==> config.mk <==
export PLATFORM = sky130hd
export DESIGN_NAME = e1_tx_sa_bit_insertion
export DESIGN_NICKNAME = d
export VERILOG_FILES = /design/src/hdl/e1_tx_sa_pkg.sv /design/src/hdl/sel_bus.sv /design/src/hdl/overhead_select.sv /design/src/hdl/e1_tx_sa_bit_insertion.sv
export VERILOG_INCLUDE_DIRS = /design/src /design/src/hdl
export SDC_FILE = /design/constraint.sdc
export NUM_CORES = 1
export LEC_CHECK = 0
export BUFFER_PORTS_ARGS = -buffer_cell sky130_fd_sc_hd__buf_4
export CORE_MARGIN = 2
export CORE_UTILIZATION = 53
export DETAILED_ROUTE_END_ITERATION = 8
export PLACE_DENSITY = 0.86
export SLEW_MARGIN = 15
export SYNTH_ARGS = -nofsm -noshare
export SYNTH_HDL_FRONTEND = slang
export SYNTH_SLANG_ARGS = --single-unit
==> constraint.sdc <==
create_clock -name sys_clk -period 1.45 [get_ports sys_clk]
set_clock_uncertainty 0.05 [all_clocks]
set_input_delay 0.145 -clock sys_clk [delete_from_list [all_inputs] [get_ports sys_clk]]
set_output_delay 0.145 -clock sys_clk [all_outputs]
set_load 0.02 [all_outputs]
==> src/hdl/e1_tx_sa_cfg.svh <==
// offsets, field positions and reset values of the transmit overhead bit bank
// Functional notes
// - spare4 bit n feeds Sa4 of frame 2n+1
// - spare5 bit n feeds Sa5 of frame 2n+1
// - spare6 bit n feeds Sa6 of frame 2n+1
// - spare7 bit n feeds Sa7 of frame 2n+1
// - spare8 bit n feeds Sa8 of frame 2n+1
// - control bit 0 enables Sa8 insertion
// - control bit 1 enables Sa7 insertion
// - control bit 2 enables Sa6 insertion
// - control bit 3 enables Sa5 insertion
// - control bit 4 enables Sa4 insertion
// - control bit 5 enables remote alarm insertion
// - control bit 6 enables nonalign Si insertion
// - control bit 7 enables align Si insertion
// - align Si bit n feeds frame 2n
// - nonalign Si bit n feeds frame 2n+1
// - alarm bit n feeds frame 2n+1
`ifndef E1_TX_SA_CFG_SVH
`define E1_TX_SA_CFG_SVH

`define ADDR_INTL_ALIGN    8'hd2
`define ADDR_INTL_NONALIGN 8'hd3
`define ADDR_ALARM_SOURCE  8'hd4
`define ADDR_SPARE4        8'hd5
`define ADDR_SPARE5        8'hd6
`define ADDR_SPARE6        8'hd7
`define ADDR_SPARE7        8'hd8
`define ADDR_SPARE8        8'hd9
`define ADDR_OH_CTRL       8'hda

`define REG_COUNT          9
`define IDX_INTL_ALIGN     0
`define IDX_INTL_NONALIGN  1
`define IDX_ALARM_SOURCE   2
`define IDX_SPARE4         3
`define IDX_SPARE5         4
`define IDX_SPARE6         5
`define IDX_SPARE7         6
`define IDX_SPARE8         7
`define IDX_OH_CTRL        8

`define SPARE_GROUPS       5
`define CTRL_SA8_BIT       0
`define CTRL_SA7_BIT       1
`define CTRL_SA6_BIT       2
`define CTRL_SA5_BIT       3
`define CTRL_SA4_BIT       4
`define CTRL_ALARM_BIT     5
`define CTRL_INTL_NONALIGN_INSERT_EN_BIT     6
`define CTRL_INTL_ALIGN_INSERT_EN_BIT      7

`define TX_REG_RESET       8'h00
`define RDATA_IDLE         8'h00

`endif

==> src/hdl/e1_tx_sa_pkg.sv <==
// types shared by the transmit overhead bit bank
package e1_tx_sa_pkg;
   typedef logic [7:0] byte_type;
   typedef logic [8:0] reg_sel_type;
   typedef byte_type [8:0] reg_bank_type;
   typedef byte_type [4:0] spare_bank_type;

   typedef struct packed {
      reg_bank_type bank;
      byte_type     rd_data;
      logic         out_valid;
      logic         out_si;
      logic         out_alarm;
      logic [4:0]   out_sa;
   } bank_state_type;
endpackage

==> src/hdl/sel_bus.sv <==
// signals between the register bank and the overhead bit selector
`timescale 1ns/100ps
interface sel_bus;
   logic [3:0]                  frame_index;
   logic                        src_si;
   logic                        src_alarm;
   logic [4:0]                  src_sa;
   e1_tx_sa_pkg::byte_type      ctrl;
   e1_tx_sa_pkg::byte_type      intl_align;
   e1_tx_sa_pkg::byte_type      intl_nonalign;
   e1_tx_sa_pkg::byte_type      alarm_src;
   e1_tx_sa_pkg::spare_bank_type spare;
   logic                        sel_si;
   logic                        sel_alarm;
   logic [4:0]                  sel_sa;

   modport select_side (
      input  frame_index, src_si, src_alarm, src_sa, ctrl,
      input  intl_align, intl_nonalign, alarm_src, spare,
      output sel_si, sel_alarm, sel_sa
   );
   modport bank_side (
      output frame_index, src_si, src_alarm, src_sa, ctrl,
      output intl_align, intl_nonalign, alarm_src, spare,
      input  sel_si, sel_alarm, sel_sa
   );
endinterface

==> src/hdl/overhead_select.sv <==
// per-frame choice between register bits and the framer's own overhead bits
`timescale 1ns/100ps
`include "e1_tx_sa_cfg.svh"
module overhead_select (
   sel_bus.select_side bus
);
   // bit n of a bank serves frame 2n or 2n+1, so the frame index drops its low bit
   function automatic logic frame_bit(input e1_tx_sa_pkg::byte_type bits,
                                      input logic [3:0] idx);
      return bits[idx[3:1]];
   endfunction

   logic odd_frame;
   assign odd_frame = bus.frame_index[0];

   // Sa and alarm bits live only in nonalign (odd) frames; even frames pass them through
   genvar g;
   generate
      for (g = 0; g < `SPARE_GROUPS; g = g + 1) begin : g_spare
         logic ins_en;
         logic reg_bit;
         // group 0 is Sa4 on control bit 4, group 4 is Sa8 on control bit 0
         assign ins_en = odd_frame && bus.ctrl[`CTRL_SA4_BIT - g];
         assign reg_bit = frame_bit(bus.spare[g], bus.frame_index);
         assign bus.sel_sa[g] = ins_en ? reg_bit : bus.src_sa[g];
      end
   endgenerate

   assign bus.sel_alarm = (odd_frame && bus.ctrl[`CTRL_ALARM_BIT]) ?
                          frame_bit(bus.alarm_src, bus.frame_index) :
                          bus.src_alarm;

   always_comb begin
      if (odd_frame) begin
         bus.sel_si = bus.ctrl[`CTRL_INTL_NONALIGN_INSERT_EN_BIT] ?
                      frame_bit(bus.intl_nonalign, bus.frame_index) :
                      bus.src_si;
      end else begin
         bus.sel_si = bus.ctrl[`CTRL_INTL_ALIGN_INSERT_EN_BIT] ?
                      frame_bit(bus.intl_align, bus.frame_index) :
                      bus.src_si;
      end
   end
endmodule // overhead_select

==> src/hdl/e1_tx_sa_bit_insertion.sv <==
// host register bank and registered overhead bit insertion for the e1 transmitter
`timescale 1ns/100ps
`include "e1_tx_sa_cfg.svh"
module e1_tx_sa_bit_insertion (
   input  wire logic       sys_clk,
   input  wire logic       reset,
   input  wire logic       clk_en,
   input  wire logic [7:0] host_addr,
   input  wire logic [7:0] host_wdata,
   input  wire logic       host_wr,
   input  wire logic       host_rd,
   output logic      [7:0] host_rdata,
   input  wire logic       frame_strobe,
   input  wire logic [3:0] frame_index,
   input  wire logic       src_si,
   input  wire logic       src_alarm,
   input  wire logic [4:0] src_sa,
   output logic            ins_valid,
   output logic            ins_si,
   output logic            ins_alarm,
   output logic      [4:0] ins_sa
);
   e1_tx_sa_pkg::bank_state_type s;
   e1_tx_sa_pkg::bank_state_type next_s;
   e1_tx_sa_pkg::reg_sel_type    wr_sel;
   e1_tx_sa_pkg::reg_sel_type    rd_sel;

   sel_bus bus ();

   // one decode serves both the write and the read path
   function automatic e1_tx_sa_pkg::reg_sel_type reg_select(input logic [7:0] addr);
      e1_tx_sa_pkg::reg_sel_type sel;
      sel = '0;
      for (int i = 0; i < `REG_COUNT; i++) begin
         sel[i] = (addr == (`ADDR_INTL_ALIGN + 8'(i)));
      end
      return sel;
   endfunction

   assign wr_sel = reg_select(host_addr);
   assign rd_sel = reg_select(host_addr);

   // register bank facing the selector
   assign bus.frame_index   = frame_index;
   assign bus.src_si        = src_si;
   assign bus.src_alarm     = src_alarm;
   assign bus.src_sa        = src_sa;
   assign bus.ctrl          = s.bank[`IDX_OH_CTRL];
   assign bus.intl_align    = s.bank[`IDX_INTL_ALIGN];
   assign bus.intl_nonalign = s.bank[`IDX_INTL_NONALIGN];
   assign bus.alarm_src     = s.bank[`IDX_ALARM_SOURCE];

   genvar g;
   generate
      for (g = 0; g < `SPARE_GROUPS; g = g + 1) begin : g_bank
         assign bus.spare[g] = s.bank[`IDX_SPARE4 + g];
      end
   endgenerate

   overhead_select u_select (
      .bus (bus.select_side)
   );

   always_comb begin
      next_s = s;
      if (clk_en) begin
         for (int i = 0; i < `REG_COUNT; i++) begin
            if (host_wr && wr_sel[i]) begin
               next_s.bank[i] = host_wdata;
            end
         end
         // unmapped addresses read as zero
         if (host_rd) begin
            next_s.rd_data = `RDATA_IDLE;
            for (int i = 0; i < `REG_COUNT; i++) begin
               if (rd_sel[i]) begin
                  next_s.rd_data = s.bank[i];
               end
            end
         end
         // a write in the same cycle as a frame takes effect from the next frame
         next_s.out_valid = frame_strobe;
         if (frame_strobe) begin
            next_s.out_si    = bus.sel_si;
            next_s.out_alarm = bus.sel_alarm;
            next_s.out_sa    = bus.sel_sa;
         end
      end
   end

   always_ff @(posedge sys_clk) begin
      if (reset) begin
         for (int i = 0; i < `REG_COUNT; i++) begin
            s.bank[i] <= `TX_REG_RESET;
         end
         s.rd_data   <= `RDATA_IDLE;
         s.out_valid <= 1'b0;
         s.out_si    <= 1'b0;
         s.out_alarm <= 1'b0;
         s.out_sa    <= '0;
      end else begin
         s <= next_s;
      end
   end

   assign host_rdata = s.rd_data;
   assign ins_valid  = s.out_valid;
   assign ins_si     = s.out_si;
   assign ins_alarm  = s.out_alarm;
   assign ins_sa     = s.out_sa;

   // helper copies of the frame request, read only by the checks below
   logic [2:0] chk_pos;
   logic       chk_odd;
   always_ff @(posedge sys_clk) begin
      chk_pos <= frame_index[3:1];
      chk_odd <= frame_index[0];
   end
endmodule // e1_tx_sa_bit_insertion

### Yosys cells after proc, flatten, opt, wreduce, memory -nomap -nowiden

Cells that the tools add are included.

* reduce and logical (&&, ||, !) cells: 26
* eq/ne operators: 9
* order comparisons: 1
* muxes and demuxes: 34

Operators by type and width (count)
* $eq A8 B8 Y1 const B: 9
* $mux W8: 9
* $bmux W1 S3: 8
* $reduce_and A2 Y1: 11
* $mux W1: 17
* $logic_and A1 B1 Y1: 15
* $lt A3 B4 Y1 const B: 1

* flip-flop bits (word level): 88
* input port bits: 33
* logic and storage cells: 84
* output and inout port bits: 16

### Logic depth before layout (Yosys ltp)

Gate-level depths: netlist (run 1).

* depth after elaboration: 10
* mapped depth: 8
* mapped depth without buffers: 5

### Cells and area by module

Synthesis (run 1) repeated with hierarchy kept, for this count alone.

* cells, all modules: 474
* area total of the unflattened synthesis: 4553.1 um2

By module, submodules not included
* e1_tx_sa_bit_insertion: sequential area each 1761.7 um2, area an instance 3966.3 um2, cells an instance 427, instances 1
* overhead_select: sequential area each 0.0 um2, area an instance 586.8 um2, cells an instance 47, instances 1

### Worst setup path after synthesis (run 1)

OpenSTA, ideal clock, no wires.

* kind: flip-flop to flip-flop
* start point: register s (netlist bit bus.intl_nonalign[2])
* end point: register s (netlist bit ins_si)
* arrival: 1.344 ns
* stages on the path, launching flop included: 5
* setup time: 0.134 ns
* slack: -0.078 ns
* buffers on the path: 0
* data required time: 1.266 ns
* period minus slack after synthesis: 1.528 ns
* cell sequence: dfxtp_1 -> mux4_1 -> mux2_4 -> a221oi_4 -> a2111oi_2

* cells in the longest elaborated chain, start to end: 4

RTL lines
* start: declaration: RTL line e1_tx_sa_bit_insertion.sv:23 `e1_tx_sa_pkg::bank_state_type s;`
* start signal: assignment: RTL line e1_tx_sa_bit_insertion.sv:102 `s <= next_s;`
* $bmux W1 S3: RTL line overhead_select.sv:10 `return bits[idx[3:1]];`
* $mux W1 (implied by the code): RTL line overhead_select.sv:10
* $mux W1: RTL line overhead_select.sv:35 `` bus.sel_si = bus.ctrl[`CTRL_INTL_NONALIGN_INSERT_EN_BIT] ? ``
* $mux W1: RTL line overhead_select.sv:34 `if (odd_frame) begin`

Every way passes these cells. The select of a mux whose other input is x is not followed.
A chain may end at the register's enable or synchronous reset.

### Worst setup path in the final report (run 1)

* start point: register s (netlist bit bus.intl_nonalign[6])
* end point: register s (netlist bit ins_si)

Same word-level chain as after synthesis.

==> run_results.csv, run 1 <==
group,metric,value,unit
drt,via_per_inst,6.29,
power,ir_worst_vdd,0.539,mV
finish,nets,691,
timing,tightest_slew,0.450,ns
grt,grt_pass1_wl,24700,um
clocking,cts.clk_slew.worst_paths,0.10,ns
synth,postSynthAreaPerCell,8.18,um^2
outcome,violations,"negative setup slack",
synth,yosysTopAreaCellShare,37.7,%
timing,rsz0062_at_grt,"yes",
worst_setup_path,cp-start-kind,"flop",
hold_path,worstHoldEndpoint,"ins_valid$_SDFFE_PP0P_",
clocking,clockRootBuffer,"clkbuf_8",
floorplan,placeableCoreArea,8640,um^2
finish,syn_to_final_growth,25.0,%
clocking,clock_path_buffers,2,
floorplan,num_io_pins,49,
hold_path,holdPathStages,2,
synth,async_flop_share,0,%
worst_setup_path,critPathCaptureType,"flop",
grt,grt_usage,32.7,%
floorplan,rows,34,
timing,layout_worst_path_cycle_share,106,%
worst_setup_path,criticalPathCategory,"reg -> reg",
synth,synth_top_area_cell,"dfxtp_1",
outcome,outcome,"finished, violations left",
synth,synthTopCellsByArea,"dfxtp_1 38%, nand2_1 12%, a21oi_1 9.2%",
finish,drive_gt1_share,29.1,%
worst_setup_path,critPathRequiredTime,1.66,ns
grt,grt_overflow,0,
power,cellLeakagePower,2.20,nW
hold_path,hold_path.startpoint,"reset",
timing,worst_slack,-0.0863,ns
timing,slew_headroom,69.9,%
timing,max_freq,0.651,GHz
grt,grt_pass1_vias,4686,
hold_path,worstHoldPathType,"in -> reg",
timing,hold_violations,0,
clocking,cts_tree,"yes",
place,portBuffers,48,
synth,syn_nets,604,
finish,layout_common_cells,"155 x nand2_1, 120 x buf_4, 84 x a21oi_1",
drt,postRouteAntennaNets,0,
run,maxCapViolCount,0,
worst_setup_path,critPathMaxFanout,2,
synth,synth_cell_types,53,
floorplan,dieHeight,97.9,um
drt,wl,15800,um
synth,synth-main-ff-cell,"dfxtp_1",
timing,holdWs,0.0464,ns
synth,syn_area,4670,um^2
synth,ys_ff_latch,88,
worst_setup_path,r2r_end,"ins_si$_SDFFE_PP0P_",
worst_setup_path,cp.arrival,1.75,ns
clocking,htreeDepth,3,
synth,ys_warn_count,0,
floorplan,initial_utilization,54.1,%
grt,grt_max_degree,39,
timing,period_needed,1.54,ns
clocking,ctsHoldBuffers,0,
finish,n_antenna_cell,0,
timing,slew_violations,0,
worst_setup_path,r2r_cells,4,
place,place_inst,754,
floorplan,dieArea,9580,um^2
drt,wl_per_cell,20.5,um
drt,drcViolationCount,0,
clocking,clk_latency,0.38,ns
synth,synth-seq-area-share,37.7,%
finish,layoutNonFillerInstCount,771,
worst_setup_path,r2r_setup_slack,-0.09,ns
drt,firstDrtPassIters,9,
place,place_hpwl,11600,um
synth,syn_inst,571,
power,powerDensity,860,nW/um^2
drt,first_iter_violations,537,
drt,num_vias,4848,
finish,layout_commonest_cell,"nand2_1",
grt,grt_antenna_before_repair,0,
clocking,numCtsBuffers,9,
clocking,clock_sinks,88,
floorplan,dieWidth,97.9,um
worst_setup_path,r2r-start,"bus.intl_nonalign[6]$_SDFFE_PP0P_",
synth,synth_edf_count,0,
place,gp_congestion,1.00,
timing,setup_violations,3,
where the power goes:
part | switching, mW | internal (mW)
clock | 0.997 | 1.01
sequential | 0.0105 | 2.43
combinational | 0.330 | 0.239
total | 1.34 | 3.68
routing by layer:
| metal | vias up | part of all wire [%] | track usage [%] |
|---|---|---|---|
| li1 | 2197 | - | - |
| met3 | 69 | 11 | 7.02 |
| met1 | 2241 | 39 | 42.8 |
| met5 | - | 0 | 0 |
| met4 | 0 | 4.8 | 17.0 |
| met2 | 341 | 45 | 51.1 |
kinds of logic (layout without fill, tap and decap cells):
kind of cell / count (synthesis) / count (layout) / share of synthesized area (%)
buffers and inverters: 46 / 138 / 4.82
AOI/OAI and AO/OA: 146 / 146 / 19.1
and+or+nand+nor: 248 / 248 / 24.6
DFF: 88 / 88 / 37.7
muxes: 43 / 43 / 13.7
worst max-delay path by stage:
stage / from / endpoint / cells after the start
finish: bus.intl_nonalign[6]$_SDFFE_PP0P_ / ins_si$_SDFFE_PP0P_ / 4
global route: bus.intl_nonalign[6]$_SDFFE_PP0P_ / ins_si$_SDFFE_PP0P_ / 4
CTS: bus.intl_nonalign[4]$_SDFFE_PP0P_ / ins_si$_SDFFE_PP0P_ / 4
detailed placement: host_addr[0] / host_rdata[2]$_SDFFE_PP0P_ / 7
global placement: host_addr[0] / host_rdata[2]$_SDFFE_PP0P_ / 7
floorplan: bus.intl_nonalign[6]$_SDFFE_PP0P_ / ins_si$_SDFFE_PP0P_ / 4
through the flow:
stage | TNS (ns) | power [mW] | worst slack [ns] | area, um^2 | util, %
CTS | -0.0937 | 5.01 | -0.0937 | 5760 | 66.7
global placement | -5.84 | 3.04 | -0.204 | 5490 | 63.6
floorplan | -0.0572 | 2.79 | -0.0572 | 4670 | -
detailed placement | -9.94 | 3.04 | -0.244 | 5490 | 63.6
global route | -0.203 | 5.16 | -0.142 | 5840 | 67.6
finish | -0.123 | 5.02 | -0.0863 | 5840 | 67.6
repair_timing:
action,CTS,global route
gates resized for setup,9,19
cloned,0,0
setup endpoints to repair,8,8
setup buffers,0,1
pin swaps,5,13
synth_stat cells, types with 4 or more instances:
cell type and n:
nand2_1 155, dfxtp_1 88, a21oi_1 86, clkbuf_1 24, nor2_1 24, mux2i_1 19, buf_2 14, mux4_2 13
and3_1 12, nand3_1 12, o21ai_0 12, o22ai_1 10, nand2b_1 9, mux2_2 8, a22o_1 7, nor3_1 5
a221oi_1 4, a311oi_1 4, and2_1 4, buf_6 4, nor2b_1 4
sequential cells by signal (all words and copies together), names as in the netlist, 5 cells and up:
| name | count |
|---|---|
| bus.intl_align | 8 |
| bus.ctrl | 8 |
| bus.spare | 40 |
| bus.intl_nonalign | 8 |
| bus.alarm_src | 8 |
| host_rdata | 8 |
| ins_sa | 5 |
worst max-delay path: stages, from the launching register on:
cell	delay [ns]
dfxtp_2	0.33
mux4_2	0.47
mux2_4	0.29
a221oi_4	0.23
a2111oi_2	0.06
final cells by class:
type	instances	area, um^2
clock buffer	9	124
tap	108	135
inverter	1	3.75
fill	700	2800
multi-input combinational	437	2770
clock inverter	7	109
sequential	88	1780
timing repair buffer	121	921
No activity file was read; power rests on OpenSTA's default activity.
==> inputs of run 2 (changes only) <==
CORE_ASPECT_RATIO = 0.75   (was unset)
==> run 2 against run 1 <==
  * Cell area increased by 2.3%
  * Non-clock buffer count up 12
  * Setup slack got worse by 0.095 ns
  * Sequential share of layout area down 0.81 points
  * The run still ends with negative setup slack left
  * Combinational power rose by 2%
  * Largest cell class unchanged
  * Critical path depth stayed put
  * Largest power group unchanged
  * Fmax shrank 5.8%
==> run_results.csv, run 2 (same netlist as run 1, synthesis figures left out) <==
group,metric,value,unit
outcome,outcome,"finished, violations left",
outcome,violations,"negative setup slack",
grt,grt_pass1_vias,4649,
grt,grt_max_degree,35,
drt,dr_wl_met2,7150,um
timing,period_needed,1.63,ns
clocking,htreeDepth,3,
worst_setup_path,cp.arrival,1.79,ns
power,seqPwrFrac,47.2,%
worst_setup_path,crit_buf_inv,1,
floorplan,placeableCoreArea,8490,um^2
grt,grt_antenna_before_repair,0,
floorplan,dieArea,9590,um^2
clocking,ctsHoldBuffers,0,
run,maxCapViolCount,0,
power,p_switching,1.27,mW
drt,via_per_inst,6.31,
grt,grt_pass1_wl,24900,um
drt,wl_per_cell,20.9,um
place,portBuffers,48,
timing,slew_headroom,70.8,%
drt,wl_met1,6500,um
clocking,clock_sinks,88,
worst_setup_path,worstPathCellList,"buf_6, mux4_2, o211ai_1, a2111oi_2",
clocking,cts_tree,"yes",
worst_setup_path,crit_path_max_incr_delay,0.45,ns
power,combinationalPowerShare,11.2,%
worst_setup_path,critPathRequiredTime,1.61,ns
drt,firstDrtPassIters,5,
floorplan,dieWidth,112,um
worst_setup_path,crit_path_top_delay_cell,"mux4_2",
clocking,clk_latency,0.34,ns
grt,grt_overflow,0,
worst_setup_path,critPathCaptureType,"flop",
power,sw_frac_of_total,24.5,%
timing,slew_violations,0,
worst_setup_path,crit_start,"bus.intl_align[2]$_SDFFE_PP0P_",
finish,layout_common_cells,"155 x nand2_1, 129 x buf_4, 84 x a21oi_1",
power,ir_worst_vdd,0.921,mV
timing,setup_violations,1,
drt,first_iter_violations,618,
finish,largest_reg_flops,40,
place,gp_congestion,1.10,
finish,nets,703,
drt,num_vias,4934,
place,place_hpwl,11800,um
finish,fin_util,70.3,%
timing,worst_slack,-0.181,ns
power,p_int,3.91,mW
drt,drcViolationCount,0,
finish,n_antenna_cell,0,
clocking,numCtsBuffers,9,
timing,rsz0062_at_grt,"yes",
timing,tightest_slew,0.436,ns
hold_path,worstHoldPathType,"in -> reg",
worst_setup_path,critPathMaxFanout,2,
drt,postRouteAntennaNets,0,
worst_setup_path,cp-start-kind,"flop",
finish,layout_commonest_cell,"nand2_1",
floorplan,dieHeight,85.3,um
power,pwr-share-clk,41.6,%
place,pre_cts_ws,-0.258,ns
finish,syn_to_final_growth,27.9,%
worst_setup_path,r2r-start,"bus.intl_align[2]$_SDFFE_PP0P_",
floorplan,initial_utilization,55.0,%
power,p_total,5.18,mW
power,powerDensity,868,nW/um^2
finish,nFillCells,695,
clocking,clockRootBuffer,"clkbuf_16",
grt,grt_usage,34.4,%
worst_setup_path,crit_end,"ins_si$_SDFFE_PP0P_",
power,cellLeakagePower,2.28,nW
timing,hold_violations,0,
worst_setup_path,criticalPathCategory,"reg -> reg",
worst_setup_path,r2r_end,"ins_si$_SDFFE_PP0P_",
timing,holdWs,0.0606,ns
drt,wl_met3,2260,um
worst_setup_path,r2r_setup_slack,-0.18,ns
timing,tns,-0.181,ns
worst_setup_path,cp_num_cells,4,
finish,drive_gt1_share,29.5,%
worst_setup_path,r2r_cells,4,
floorplan,rows,29,
timing,layout_worst_path_cycle_share,113,%
drt,top_layer_used,"met4",
floorplan,num_io_pins,49,
clocking,cts.clk_slew.worst_paths,0.06,ns
clocking,clock_path_buffers,2,
drt,wl,16300,um
worst_setup_path,critical-path-top-delay-family,"compound AO/OA/AOI/OAI gates",
timing,max_freq,0.613,GHz
[run 2: worst min-delay path: cells and delay by family]
family          cells  cell delay [ns]
buf+inv             1             0.11
simple gates        1             0.10
compound gates      1             0.06
[run 2: metal layers]
layer / GRT usage, % / vias up
li1: - / 2219
met1: 46.2 / 2341
met2: 51.1 / 330
met3: 12.8 / 44
met4: 12.5 / 0
met5: 0 / -
[run 2: power groups by stage]
| stage | Sequential (mW) | Clock [mW] | Combinational, mW |
|---|---|---|---|
| 3_5_place_dp | 2.50 | 0 | 0.551 |
| 2_1_floorplan | 2.51 | 0 | 0.278 |
| 6_report | 2.44 | 2.16 | 0.582 |
| 5_1_grt | 2.44 | 2.28 | 0.607 |
| 4_1_cts | 2.44 | 2.17 | 0.558 |
| 3_3_place_gp | 2.50 | 0 | 0.540 |
[run 2: worst min path at each step]
stage | depth (start not counted) | startpoint | to | slack [ns]
3_5_place_dp | 3 | clk_en | ins_valid$_SDFFE_PP0P_ | 0.41
5_1_grt | 3 | clk_en | ins_valid$_SDFFE_PP0P_ | 0.07
4_1_cts | 3 | clk_en | ins_valid$_SDFFE_PP0P_ | 0.05
3_3_place_gp | 3 | clk_en | ins_valid$_SDFFE_PP0P_ | 0.40
6_report | 3 | clk_en | ins_valid$_SDFFE_PP0P_ | 0.06
2_1_floorplan | 2 | clk_en | ins_valid$_SDFFE_PP0P_ | 0.28
[run 2: area by class of cell]
type	count	area, um^2	area share [%]
multi-input combinational	437	2760	46.2
sequential	88	1770	29.6
timing repair buffer	133	1030	17.3
clock buffer	12	256	4.29
tap	108	135	2.26
clock inverter	3	17.5	0.293
inverter	1	3.75	0.0629
[run 2: per-stage QoR]
step	cells	cell area (um^2)
after floorplan	571	4670
after detailed placement	767	5600
after global placement	767	5600
after CTS	781	5920
after global routing	782	5970
final	782	5970
[run 2: repair_timing]
action | in CTS | in global routing
resized for setup | 12 | 12
pin swaps | 7 | 10
buffers inserted | 0 | 1
endpoints found under the setup margin | 7 | 12
